### config.mk
export PLATFORM = sky130hd
export DESIGN_NAME = sam_top
export DESIGN_NICKNAME = d
export VERILOG_FILES = /design/src/rtl/sam_pkg.sv /design/src/rtl/sam_top.sv
export VERILOG_INCLUDE_DIRS = /design/src /design/src/rtl
export SDC_FILE = /design/constraint.sdc
export NUM_CORES = 1
export LEC_CHECK = 0
export ABC_AREA = 1
export ABC_CLOCK_PERIOD_IN_PS = 1800
export BUFFER_PORTS_ARGS = -buffer_cell sky130_fd_sc_hd__buf_2
export CAP_MARGIN = 20
export CORE_MARGIN = 10
export CORE_UTILIZATION = 57
export CTS_CLUSTER_SIZE = 25
export DETAILED_ROUTE_END_ITERATION = 10
export PLACE_DENSITY_LB_ADDON = 0.12
export REMOVE_ABC_BUFFERS = 1
export SLEW_MARGIN = 30
export SYNTH_ARGS = -nofsm -noshare
export SYNTH_HDL_FRONTEND = slang
export SYNTH_HIERARCHICAL = 1
export SYNTH_SLANG_ARGS = --single-unit
### constraint.sdc
create_clock -name clk_i -period 1.8 [get_ports clk_i]
set_clock_uncertainty 0.1 [all_clocks]
set_input_delay 0.27 -clock clk_i [delete_from_list [all_inputs] [get_ports clk_i]]
set_output_delay 0.27 -clock clk_i [all_outputs]
set_load 0.02 [all_outputs]
### src/rtl/sam_params.svh
`ifndef SAM_PARAMS_SVH
`define SAM_PARAMS_SVH

// Register indices; byte address is four times the index
`define SAM_IDX_SYS_EN      8'h5E
`define SAM_IDX_MON_EV      8'h5F
`define SAM_IDX_SYS_TIME    8'h63
`define SAM_IDX_IO10_LO     8'h66
`define SAM_IDX_IO10_HI     8'h67
`define SAM_IDX_IO16_LO     8'h6D
`define SAM_IDX_IO16_HI     8'h6E
`define SAM_IDX_MON_TIME    8'h70
`define SAM_IDX_CTRL        8'h71
`define SAM_IDX_STATE       8'h72
`define SAM_IDX_INT_STAT    8'h73
`define SAM_IDX_INT_MASK    8'h74

// Event enable bit positions
`define SAM_SYS_IO10        7
`define SAM_SYS_IO16        6
`define SAM_SYS_DISK        5
`define SAM_SYS_SERIAL      4
`define SAM_SYS_PAR         3
`define SAM_SYS_HOLD        2
`define SAM_SYS_IRQ         1
`define SAM_MON_RLD_IRQ     7
`define SAM_MON_RLD_HOLD    6
`define SAM_MON_WAKE_IRQ    5
`define SAM_MON_WAKE_HOLD   4
`define SAM_MON_GO_IRQ      3
`define SAM_MON_GO_HOLD     2
`define SAM_MON_GO_INIT     1
`define SAM_MON_RSVD        0

// Interrupt status bit positions
`define SAM_INT_SYS_SB      0
`define SAM_INT_MON_SB      1
`define SAM_INT_WAKE        2
`define SAM_INT_GO          3

`define SAM_RST_BYTE        8'h00
`define SAM_RST_ADDR        16'h0000

// Countdown tick
`define SAM_CLK_MHZ         40
`define SAM_TICK_US         1
`define SAM_TICK_CYC        (`SAM_TICK_US * `SAM_CLK_MHZ)

`endif

### src/rtl/sam_pkg.sv
package sam_pkg;

   typedef struct packed {
      logic io10;
      logic io16;
      logic disk;
      logic serial;
      logic par;
      logic hold;
      logic irq;
      logic init;
   } sam_evt_t;

   typedef enum logic [0:0] {
      SAM_RUN     = 1'b0,
      SAM_STANDBY = 1'b1
   } sam_pwr_t;

endpackage : sam_pkg

### src/rtl/sam_top.sv
// What this block does
// - Any enabled system event before expiry reloads the system countdown and restarts it.
// - System enable bit 7 lets the programmable 10-bit I/O address reload.
// - System enable bit 6 lets the programmable 16-bit I/O address reload.
// - System enable bit 5 lets hard disk ports 1F0-1F7h, 3F6h reload.
// - System enable bit 4 lets the four serial port ranges reload.
// - System enable bit 3 lets the three parallel port ranges reload.
// - System enable bit 2 lets ISA or PCI master requests reload.
// - System enable bit 1 lets interrupt lines 1-15 or NMI reload.
// - Monitor register bits 7:6 pick reload events, bits 5:1 pick break events.
// - Monitor bit 7 lets interrupts or NMI reload the monitor countdown.
// - Monitor bit 6 lets master requests reload the monitor countdown.
// - Monitor bit 5 lets interrupts or NMI end monitor standby.
// - Monitor bit 4 lets master requests end monitor standby.
// - Monitor bit 3 lets interrupts or NMI withdraw the halt request.
// - Monitor bit 2 lets master requests withdraw the halt request.
// - Monitor bit 1 lets soft init withdraw the halt request; bit 0 reserved zero.
// - System countdown expiry enters system standby until a wake event enabled by monitor bit 5 or 4.
//
// Design decision made here: the Wishbone register port.
`include "sam_params.svh"

module sam_top (
   input  wire logic        clk_i,
   input  wire logic        rst_i,
   input  wire logic        wb_cyc_i,
   input  wire logic        wb_stb_i,
   input  wire logic        wb_we_i,
   input  wire logic [9:0]  wb_adr_i,
   input  wire logic [3:0]  wb_sel_i,
   input  wire logic [31:0] wb_dat_i,
   output logic      [31:0] wb_dat_o,
   output logic             wb_ack_o,
   input  wire logic        io_access_i,
   input  wire logic [15:0] io_addr_i,
   input  wire logic        isa_master_req_i,
   input  wire logic        pci_master_req_i,
   input  wire logic [15:1] irq_i,
   input  wire logic        nmi_i,
   input  wire logic        soft_init_i,
   output logic             sys_standby_o,
   output logic             mon_standby_o,
   output logic             cpu_clock_halt_request_o,
   output logic             irq_o
);

   localparam int TICK_W = 6;
   localparam logic [TICK_W-1:0] TICK_LAST = TICK_W'(`SAM_TICK_CYC - 1);

   // Two-flop synchronisers for all pin inputs
   logic [35:0] sync;
   logic [35:0] rise;

   sam_sync #(
      .W(36)
   ) u_sync (
      .clk_i   (clk_i),
      .rst_i   (rst_i),
      .pin_i   ({io_access_i, io_addr_i, isa_master_req_i, pci_master_req_i,
                 irq_i, nmi_i, soft_init_i}),
      .level_o (sync),
      .rise_o  (rise)
   );

   logic [15:0] io_addr;
   logic        io_rise;
   logic        hold_rise;
   logic        irq_rise;
   logic        init_rise;

   assign io_addr   = sync[34:19];
   assign io_rise   = rise[35];
   assign hold_rise = |rise[18:17];
   assign irq_rise  = |rise[16:1];
   assign init_rise = rise[0];

   // Registers
   logic [7:0]  sys_en;
   logic [7:0]  mon_ev;
   logic [7:0]  sys_time;
   logic [7:0]  mon_time;
   logic [15:0] io10_addr;
   logic [15:0] io16_addr;
   logic [7:0]  int_stat;
   logic [7:0]  int_mask;

   // Event decode
   sam_pkg::sam_evt_t evt;

   always_comb begin
      evt        = '0;
      evt.io10   = io_rise && io_addr[9:0] == io10_addr[9:0];
      evt.io16   = io_rise && io_addr == io16_addr;
      evt.disk   = io_rise && (io_addr[9:3] == 7'h3E
                   || io_addr[9:0] == 10'h3F6);
      evt.serial = io_rise && (io_addr[9:3] == 7'h5F
                   || io_addr[9:3] == 7'h7F
                   || io_addr[9:3] == 7'h5D
                   || io_addr[9:3] == 7'h7D);
      evt.par    = io_rise && (io_addr[9:3] == 7'h4F
                   || io_addr[9:3] == 7'h6F
                   || (io_addr[9:2] == 8'hEF
                       && io_addr[1:0] != 2'h3));
      evt.hold   = hold_rise;
      evt.irq    = irq_rise;
      evt.init   = init_rise;
   end

   logic sys_reload;
   logic mon_reload;
   logic wake;
   logic halt_off;

   assign sys_reload = (sys_en[`SAM_SYS_IO10] & evt.io10)
                     | (sys_en[`SAM_SYS_IO16] & evt.io16)
                     | (sys_en[`SAM_SYS_DISK] & evt.disk)
                     | (sys_en[`SAM_SYS_SERIAL] & evt.serial)
                     | (sys_en[`SAM_SYS_PAR] & evt.par)
                     | (sys_en[`SAM_SYS_HOLD] & evt.hold)
                     | (sys_en[`SAM_SYS_IRQ] & evt.irq);

   assign mon_reload = (mon_ev[`SAM_MON_RLD_IRQ] & evt.irq)
                     | (mon_ev[`SAM_MON_RLD_HOLD] & evt.hold);

   assign wake = (mon_ev[`SAM_MON_WAKE_IRQ] & evt.irq)
               | (mon_ev[`SAM_MON_WAKE_HOLD] & evt.hold);

   assign halt_off = (mon_ev[`SAM_MON_GO_IRQ] & evt.irq)
                   | (mon_ev[`SAM_MON_GO_HOLD] & evt.hold)
                   | (mon_ev[`SAM_MON_GO_INIT] & evt.init);

   // Bus decode
   logic       wb_req;
   logic       wr;
   logic [7:0] idx;
   logic [7:0] wdat;

   assign wb_req = wb_cyc_i & wb_stb_i & ~wb_ack_o;
   assign wr     = wb_req & wb_we_i & wb_sel_i[0];
   assign idx    = wb_adr_i[9:2];
   assign wdat   = wb_dat_i[7:0];

   always_ff @(posedge clk_i) begin
      if (rst_i) begin
         sys_en    <= `SAM_RST_BYTE;
         mon_ev    <= `SAM_RST_BYTE;
         sys_time  <= `SAM_RST_BYTE;
         mon_time  <= `SAM_RST_BYTE;
         io10_addr <= `SAM_RST_ADDR;
         io16_addr <= `SAM_RST_ADDR;
         int_mask  <= `SAM_RST_BYTE;
      end else if (wr) begin
         case (idx)
            `SAM_IDX_SYS_EN:   sys_en <= wdat;
            `SAM_IDX_MON_EV:   mon_ev <= {wdat[7:1], 1'b0};
            `SAM_IDX_SYS_TIME: sys_time <= wdat;
            `SAM_IDX_MON_TIME: mon_time <= wdat;
            `SAM_IDX_IO10_LO:  io10_addr[7:0] <= wdat;
            `SAM_IDX_IO10_HI:  io10_addr[15:8] <= {6'h00, wdat[1:0]};
            `SAM_IDX_IO16_LO:  io16_addr[7:0] <= wdat;
            `SAM_IDX_IO16_HI:  io16_addr[15:8] <= wdat;
            `SAM_IDX_INT_MASK: int_mask <= {4'h0, wdat[3:0]};
            default: ;
         endcase
      end
   end

   // Shared countdown tick
   logic [TICK_W-1:0] tick_cnt;
   logic              tick;

   assign tick = tick_cnt == TICK_LAST;

   always_ff @(posedge clk_i) begin
      if (rst_i) begin
         tick_cnt <= '0;
      end else if (tick) begin
         tick_cnt <= '0;
      end else begin
         tick_cnt <= tick_cnt + TICK_W'(1);
      end
   end

   // System standby countdown
   logic [7:0]        sys_cnt;
   sam_pkg::sam_pwr_t sys_state;
   logic              sys_expire;

   assign sys_expire = sys_state == sam_pkg::SAM_RUN && tick
                       && sys_cnt == 8'h01 && !sys_reload;

   always_ff @(posedge clk_i) begin
      if (rst_i) begin
         sys_cnt <= 8'h00;
      end else if (sys_reload || (sys_state == sam_pkg::SAM_STANDBY && wake)) begin
         sys_cnt <= sys_time;
      end else if (tick && sys_cnt != 8'h00) begin
         sys_cnt <= sys_cnt - 8'h01;
      end
   end

   always_ff @(posedge clk_i) begin
      if (rst_i) begin
         sys_state <= sam_pkg::SAM_RUN;
      end else begin
         case (sys_state)
            sam_pkg::SAM_RUN:
               if (sys_expire) begin
                  sys_state <= sam_pkg::SAM_STANDBY;
               end
            sam_pkg::SAM_STANDBY:
               if (wake) begin
                  sys_state <= sam_pkg::SAM_RUN;
               end
            default: sys_state <= sam_pkg::SAM_RUN;
         endcase
      end
   end

   // Monitor standby countdown
   logic [7:0]        mon_cnt;
   sam_pkg::sam_pwr_t mon_state;
   logic              mon_expire;

   assign mon_expire = mon_state == sam_pkg::SAM_RUN && tick
                       && mon_cnt == 8'h01 && !mon_reload;

   always_ff @(posedge clk_i) begin
      if (rst_i) begin
         mon_cnt <= 8'h00;
      end else if (mon_reload || (mon_state == sam_pkg::SAM_STANDBY && wake)) begin
         mon_cnt <= mon_time;
      end else if (tick && mon_cnt != 8'h00) begin
         mon_cnt <= mon_cnt - 8'h01;
      end
   end

   always_ff @(posedge clk_i) begin
      if (rst_i) begin
         mon_state <= sam_pkg::SAM_RUN;
      end else begin
         case (mon_state)
            sam_pkg::SAM_RUN:
               if (mon_expire) begin
                  mon_state <= sam_pkg::SAM_STANDBY;
               end
            sam_pkg::SAM_STANDBY:
               if (wake) begin
                  mon_state <= sam_pkg::SAM_RUN;
               end
            default: mon_state <= sam_pkg::SAM_RUN;
         endcase
      end
   end

   // Halt request: software sets, events withdraw
   logic halt_set;

   assign halt_set = wr && idx == `SAM_IDX_CTRL && wdat[0];

   always_ff @(posedge clk_i) begin
      if (rst_i) begin
         cpu_clock_halt_request_o <= 1'b0;
      end else if (halt_off) begin
         cpu_clock_halt_request_o <= 1'b0;
      end else if (halt_set) begin
         cpu_clock_halt_request_o <= 1'b1;
      end
   end

   // Interrupt status, write one to clear, set wins
   logic [7:0] int_set;
   logic [7:0] int_clr;

   always_comb begin
      int_set                  = 8'h00;
      int_set[`SAM_INT_SYS_SB] = sys_expire;
      int_set[`SAM_INT_MON_SB] = mon_expire;
      int_set[`SAM_INT_WAKE]   = wake && (sys_state == sam_pkg::SAM_STANDBY
                                 || mon_state == sam_pkg::SAM_STANDBY);
      int_set[`SAM_INT_GO]     = halt_off && cpu_clock_halt_request_o;
      int_clr                  = (wr && idx == `SAM_IDX_INT_STAT) ? wdat : 8'h00;
   end

   always_ff @(posedge clk_i) begin
      if (rst_i) begin
         int_stat <= `SAM_RST_BYTE;
      end else begin
         int_stat <= (int_stat & ~int_clr) | int_set;
      end
   end

   always_ff @(posedge clk_i) begin
      if (rst_i) begin
         irq_o <= 1'b0;
      end else begin
         irq_o <= |(((int_stat & ~int_clr) | int_set) & int_mask);
      end
   end

   always_ff @(posedge clk_i) begin
      if (rst_i) begin
         sys_standby_o <= 1'b0;
         mon_standby_o <= 1'b0;
      end else begin
         sys_standby_o <= sys_state == sam_pkg::SAM_STANDBY;
         mon_standby_o <= mon_state == sam_pkg::SAM_STANDBY;
      end
   end

   // Wishbone read and ack
   logic [7:0] rdat;

   always_comb begin
      case (idx)
         `SAM_IDX_SYS_EN:   rdat = sys_en;
         `SAM_IDX_MON_EV:   rdat = mon_ev;
         `SAM_IDX_SYS_TIME: rdat = sys_time;
         `SAM_IDX_MON_TIME: rdat = mon_time;
         `SAM_IDX_IO10_LO:  rdat = io10_addr[7:0];
         `SAM_IDX_IO10_HI:  rdat = io10_addr[15:8];
         `SAM_IDX_IO16_LO:  rdat = io16_addr[7:0];
         `SAM_IDX_IO16_HI:  rdat = io16_addr[15:8];
         `SAM_IDX_CTRL:     rdat = {7'h00, cpu_clock_halt_request_o};
         `SAM_IDX_STATE:    rdat = {6'h00, mon_state == sam_pkg::SAM_STANDBY,
                                    sys_state == sam_pkg::SAM_STANDBY};
         `SAM_IDX_INT_STAT: rdat = int_stat;
         `SAM_IDX_INT_MASK: rdat = int_mask;
         default:           rdat = 8'h00;
      endcase
   end

   always_ff @(posedge clk_i) begin
      if (rst_i) begin
         wb_ack_o <= 1'b0;
         wb_dat_o <= 32'h00000000;
      end else begin
         wb_ack_o <= wb_req;
         wb_dat_o <= wb_req ? {24'h000000, rdat} : 32'h00000000;
      end
   end

endmodule : sam_top

// Two-flop synchroniser with a rising-edge detector behind it
module sam_sync #(
   parameter int W = 1
) (
   input  wire logic         clk_i,
   input  wire logic         rst_i,
   input  wire logic [W-1:0] pin_i,
   output logic      [W-1:0] level_o,
   output logic      [W-1:0] rise_o
);

   logic [W-1:0] meta;
   logic [W-1:0] sync;
   logic [W-1:0] sync_d;

   // First stage read by the second stage only
   always_ff @(posedge clk_i) begin
      if (rst_i) begin
         meta <= '0;
         sync <= '0;
      end else begin
         meta <= pin_i;
         sync <= meta;
      end
   end

   // Previous level, idle low after reset like the pins
   always_ff @(posedge clk_i) begin
      if (rst_i) begin
         sync_d <= '0;
      end else begin
         sync_d <= sync;
      end
   end

   assign level_o = sync;
   assign rise_o  = sync & ~sync_d;

endmodule : sam_sync

Word-level counts from Yosys, hierarchy flattened

Cells that the tools add are included.

Output and inout port bits: 37
Word-level logic and storage cells: 155
Memories kept: 0
Bits in registers: 238
RAM bits: 0
Bits of input ports: 87
Latch bits: 0
Bits in read-only memories: 0

Multiplexer cells: 11
$add $sub $neg: 3
Reduce and logical (&&, ||, !) cells: 51
Bitwise logic cells: 38
Order comparisons: 0
Div/mod/pow operators: 0
Multipliers: 0
Eq/ne operators: 27
Shifts and indexed selects: 0

Operators with widths:

| operator                                                               | number |
|---|---|
| 8-bit by 7-bit equality test with 1-bit output (second input constant) | 12 |
| 8-bit one-hot mux with 12 select lines                                 | 1 |
| 7-bit equality test (second input constant)                            | 6 |
| 8-bit 2-to-1 mux                                                       | 5 |
| 36-bit AND                                                             | 1 |
| 36-bit inverter                                                        | 1 |
| 1-bit logical AND                                                      | 21 |
| 1-bit AND                                                              | 18 |
| 2-bit AND reduction                                                    | 9 |
| 16-bit equality test                                                   | 1 |
| 8-bit by 1-bit equality test with 1-bit output (second input constant) | 2 |
| 8-bit nonzero test                                                     | 2 |
| 16-bit OR reduction                                                    | 1 |
| 8-bit by 1-bit subtractor with 8-bit output (second input constant)    | 2 |
| 10-bit equality test                                                   | 1 |
| 10-bit equality test (second input constant)                           | 1 |
| 1-bit bitwise OR                                                       | 10 |
| 1-bit logical OR                                                       | 9 |
| 8-bit by 4-bit AND with 8-bit output                                   | 1 |
| 8-bit AND                                                              | 1 |
| 8-bit equality test (second input constant)                            | 1 |
| 8-bit inverter                                                         | 1 |
| 8-bit by 4-bit bitwise OR with 8-bit output                            | 1 |
| 2-bit OR reduction                                                     | 4 |
| 10 further kinds                                                       | 18 |

Longest topological paths before layout

Depth after elaboration: 15
Depth in mapped cells: 15
Depth with buffers taken out: 14

By module

The synthesis kept the hierarchy.

By module, submodules not included:

| module   | instances | area each (µm²) | sequential area each (µm²) | cells an instance |
|---|---|---|---|---|
| sam_top  | 1         | 5550.3          | 2122.0                     | 782 |
| sam_sync | 1         | 3193.1          | 2162.1                     | 372 |

Least setup slack after synthesis

No wires, ideal clock.

Path kind: register to register
Start: register wb_ack_o
End: register io16_addr[8]
Arrival time: 1.495 ns
Setup slack: 0.119 ns
Stages on the path, launching flop included: 8
Setup time: 0.086 ns
Path buffers: 1
Clock period less this slack: 1.681 ns
Data required time: 1.614 ns
Cells stage by stage: dfxtp_1 -> nand3b_1 -> nor2_2 -> inv_2 -> nor2_2 -> buf_2 -> nor2_1 -> a211oi_1

Word-level cells in the longest chain between the ends: 5

Ends and longest elaborated chain:

| element                       | line           | source |
|---|---|---|
| start, declared               | sam_top.sv:33  | `output logic wb_ack_o,` |
| start signal, assigned        | sam_top.sv:338 | `wb_ack_o <= wb_req;` |
| 1-bit inverter                | sam_top.sv:138 | `assign wb_req = wb_cyc_i & wb_stb_i & ~wb_ack_o;` |
| 1-bit AND                     | sam_top.sv:138 |  |
| 1-bit AND (2 in a row)        | sam_top.sv:139 | `assign wr = wb_req & wb_we_i & wb_sel_i[0];` |
| 2-bit AND reduction (no line) | --             |  |
| end signal, assigned          | sam_top.sv:150 | `` io16_addr <= `SAM_RST_ADDR; `` |
| end signal, assigned          | sam_top.sv:161 | `` `SAM_IDX_IO16_HI: io16_addr[15:8] <= wdat; `` |
| end, declared                 | sam_top.sv:83  | `logic [15:0] io16_addr;` |

Every way passes these cells.
A chain may end at the register's enable or synchronous reset.

Final worst setup path

Start: register u_sync.sync[4], in the netlist u_sync/level_o[4]
End: register sys_cnt[4]

Word-level cells in the longest chain between the ends: 7
Elaborated cells between the ends (all ways): 10
Classes of those cells: mux (1); bitwise (5); reduce/logical (4)

Ends and longest elaborated chain:

| element                                                | line           | source |
|---|---|---|
| start, declared                                        | sam_top.sv:357 | `logic [W-1:0] sync;` |
| start signal, assigned                                 | sam_top.sv:367 | `sync <= meta;` |
| 36-bit AND *                                           | sam_top.sv:381 | `assign rise_o = sync & ~sync_d;` |
| via rise[4]                                            | sam_top.sv:52  | `logic [35:0] rise;` |
| 16-bit OR reduction *                                  | sam_top.sv:74  | `assign irq_rise = \|rise[16:1];` |
| 1-bit AND                                              | sam_top.sv:125 | `` assign wake = (mon_ev[`SAM_MON_WAKE_IRQ] & evt.irq) `` |
| 1-bit bitwise OR                                       | sam_top.sv:125 |  |
| 1-bit logical AND                                      | sam_top.sv:195 | `end else if (sys_reload \|\| (sys_state == sam_pkg::SAM_STANDBY && wake)) begin` |
| 1-bit logical OR *                                     | sam_top.sv:195 |  |
| 8-bit 2-to-1 mux or 2-bit nonzero test (tied branches) | --             |  |
| end signal, assigned                                   | sam_top.sv:196 | `sys_cnt <= sys_time;` |
| end signal, assigned                                   | sam_top.sv:198 | `sys_cnt <= sys_cnt - 8'h01;` |
| end, declared                                          | sam_top.sv:185 | `logic [7:0] sys_cnt;` |

Mark *: on every way through the listed nets, which the timed path passes. The rest lies on a longest branch.

==> flow_metrics.py <==
metrics = {
    "status": {
        "status": "finished with violations",
        "violations": "negative setup slack",
    },
    "timing": {
        "maxSlewViolCount": 0,
        "setup_violations": 9,
        "period_minus_slack_ps": 1910,
        "max_freq_mhz": 523,
        "post-route-period-util": 1.06,
        "final-hold-violation-count": 0,
        "fin_ws_ps": -113,
        "finalSetupTns_ps": -635,
        "rsz0062_at_grt": "yes",
    },
    "yosys": {
        "synth.avg_cell_area_um2": 7.56,
        "syn_area_mm2": 0.00824,
        "yosys_warnings": 6,
        "syn_inst": 1089,
    },
    "cts": {
        "cts_tree": "done",
        "cts_buffers": 17,
        "clkSinkCount": 198,
        "clk_pin_slew_ps": 70,
        "clock_latency_ps": 440,
        "clockRootBuffer": "clkbuf_16",
        "clk_path_buf_depth": 2,
        "h-tree-depth": 4,
    },
    "power": {
        "totalPowerFinal_uw": 9040,
        "p_comb_frac": 0.064,
        "p_int_uw": 6860,
        "clkPwrFrac": 0.437,
        "p_leak_uw": 0.00486,
        "powerDensity_mw_per_mm2": 860,
        "swShare": 0.241,
        "switchingPower_uw": 2180,
        "peakVddDrop_mv": 0.726,
        "seqPwrFrac": 0.499,
    },
    "placed_design": {
        "port_buffers": 70,
        "dp_hpwl_mm": 15.2,
        "dp.cells": 1411,
        "place_congestion": 0.926,
        "place_area_mm2": 0.00936,
    },
    "cells_and_area": {
        "stdcell_count": 1484,
        "nNetsFinal": 1382,
        "drive_gt1_frac": 0.214,
        "areaGrowthSynthToFinish_pct": 27.6,
        "fillers": 1044,
        "stdcell_area_mm2": 0.0105,
    },
    "routing": {
        "via_per_inst": 5.04,
        "routedWlPerCell_um": 14.7,
        "route.detailed.drc": 0,
        "drt-initial-drc-count": 535,
        "routed_wl_mm": 21.8,
        "postRouteAntennaNets": 0,
        "vias": 7482,
        "first_pass_iters": 6,
    },
    "worst_setup_path": {
        "crit_path_start_kind": "flop",
        "critical_path_required_ps": 2070,
        "crit_top_cell": "nor2_1",
        "endpoint_kind": "flop",
        "slowest_delay_ps": 300,
        "crit_family": "simple AND/OR/NAND/NOR gates",
        "cp_slowest_cell": "dfxtp_1",
        "crit_chain": "inv_1, nor2_1, nor2_1, nand2_1, nor2_2, nand2_2, buf_6, a21oi_4, buf_6, nand4_1, nor2_1, nor2_1, nor2_1",
        "path_class": "flop to flop",
        "critPathArrivalTime_ps": 2180,
        "cp_max_fo": 6,
        "path_buf_inv": 3,
    },
    "die": {
        "initial_utilization": 0.587,
        "pin_count": 124,
        "row_count": 43,
        "dieArea_mm2": 0.0197,
        "die_h_um": 140,
        "die_w_um": 140,
        "core_area_mm2": 0.0140,
    },
    "global_route": {
        "grt_max_degree": 87,
        "grt_pass1_vias": 7144,
        "grt_util_all_layers": 0.214,
        "grt_pass1_wl_mm": 34.5,
        "antenna_found_initial": 1,
        "overflow": 0,
    },
    "worst_hold_path": {
        "hp-class": "input port to flop",
    },
    "job": {
        "maxCapViolCount": 0,
    },
}
==> worst paths after layout <==
check	from	to	slack (ps)	cells past startpoint
worst max-delay path	u_sync/level_o[4]$_SDFF_PP0_	sys_cnt[4]$_SDFFE_PP0P_	-110	13
worst min-delay path	wb_dat_i[1]	int_stat[1]$_SDFF_PP0_	80	4
worst max register to register	u_sync/level_o[4]$_SDFF_PP0_	sys_cnt[4]$_SDFFE_PP0P_	-110	13
worst min register to register	u_sync/meta[11]$_SDFF_PP0_	u_sync/level_o[11]$_SDFF_PP0_	300	2
==> repair_timing <==
action	in CTS	in global routing
cloned	1	0
setup buffers	2	1
setup endpoints to repair	22	20
hold buffers	36	0
resized for setup	18	22
pin swaps	17	10
endpoints found under the hold margin	36	0
==> power groups by stage <==
stage               clock [uW]  combinational, uW  sequential (uW)
floorplan                    0                247             4600
global placement             0                481             4610
detailed placement           0                490             4610
CTS                       3990                563             4510
global route              4160                641             4510
finish                    3950                581             4510
==> sequential cells by signal, summed over array words and instances (netlist names), 4 cells and up <==
signal / count
u_sync/level_o: 36
u_sync/meta: 36
u_sync/sync_d: 20
io16_addr: 16
io10_addr: 10
int_stat: 8
mon_cnt: 8
mon_time: 8
sys_cnt: 8
sys_en: 8
sys_time: 8
wb_dat_o: 8
mon_ev: 7
tick_cnt: 6
int_mask: 4
==> layer usage <==
metal  wire, um  part of all wire  GRT usage
met3       1390             0.064     0.0497
met1       9620              0.44      0.264
met4        333             0.015     0.0701
met5          0                 0          0
met2      10400              0.48      0.359
==> stage by stage <==
stage | setup slack, ps | hold slack [ps] | util
floorplan | 53.5 | 239 | -
global placement | -182 | 289 | 0.667
detailed placement | -256 | 292 | 0.667
CTS | -130 | 68.7 | 0.742
global route | -231 | 87.0 | 0.748
finish | -113 | 79.6 | 0.748
==> worst reg2reg max path, cell delays in order (launching register included) <==
cell and delay, ps:
dfxtp_1 300, inv_1 60, nor2_1 50, nor2_1 130
nand2_1 80, nor2_2 110, nand2_2 110, buf_6 140
a21oi_4 110, buf_6 150, nand4_1 200, nor2_1 170
nor2_1 50, nor2_1 70
==> placed cells by master, fill, tap and decap left out, types with 3 or more instances in the layout <==
cell           instances
a211oi_1              20
a21oi_1               56
a221oi_1               8
a31oi_1                8
buf_12                 4
buf_2                 69
buf_4                100
clkbuf_16             17
clkinv_1               6
clkinv_8               3
conb_1                24
dfxtp_1              195
dfxtp_2                3
dlygate4sd3_1         36
ha_1                   5
inv_1                155
inv_2                 22
inv_6                  6
nand2_1              143
nand2_2                7
nand2_4                5
nand3_1               36
nand4_1               13
nor2_1               197
nor2_2                12
nor2_4                 5
nor3_1                13
o211ai_1               7
o21ai_0               42
o21ai_1               23
o21ai_2                4
o22ai_1                3
xnor2_1               12
xor2_1                 6
==> area by class of cell <==
class,count,area (um^2),area share
repair buffers,211,1560,0.148
diodes,1,2.50,0.000238
multi-input cells,678,3440,0.327
well taps,180,225,0.0214
inverters,184,693,0.0660
clock inverters,14,183,0.0174
clock buffers,18,439,0.0418
flip-flops and latches,198,3970,0.378
Power figures use the tool's default switching activity.
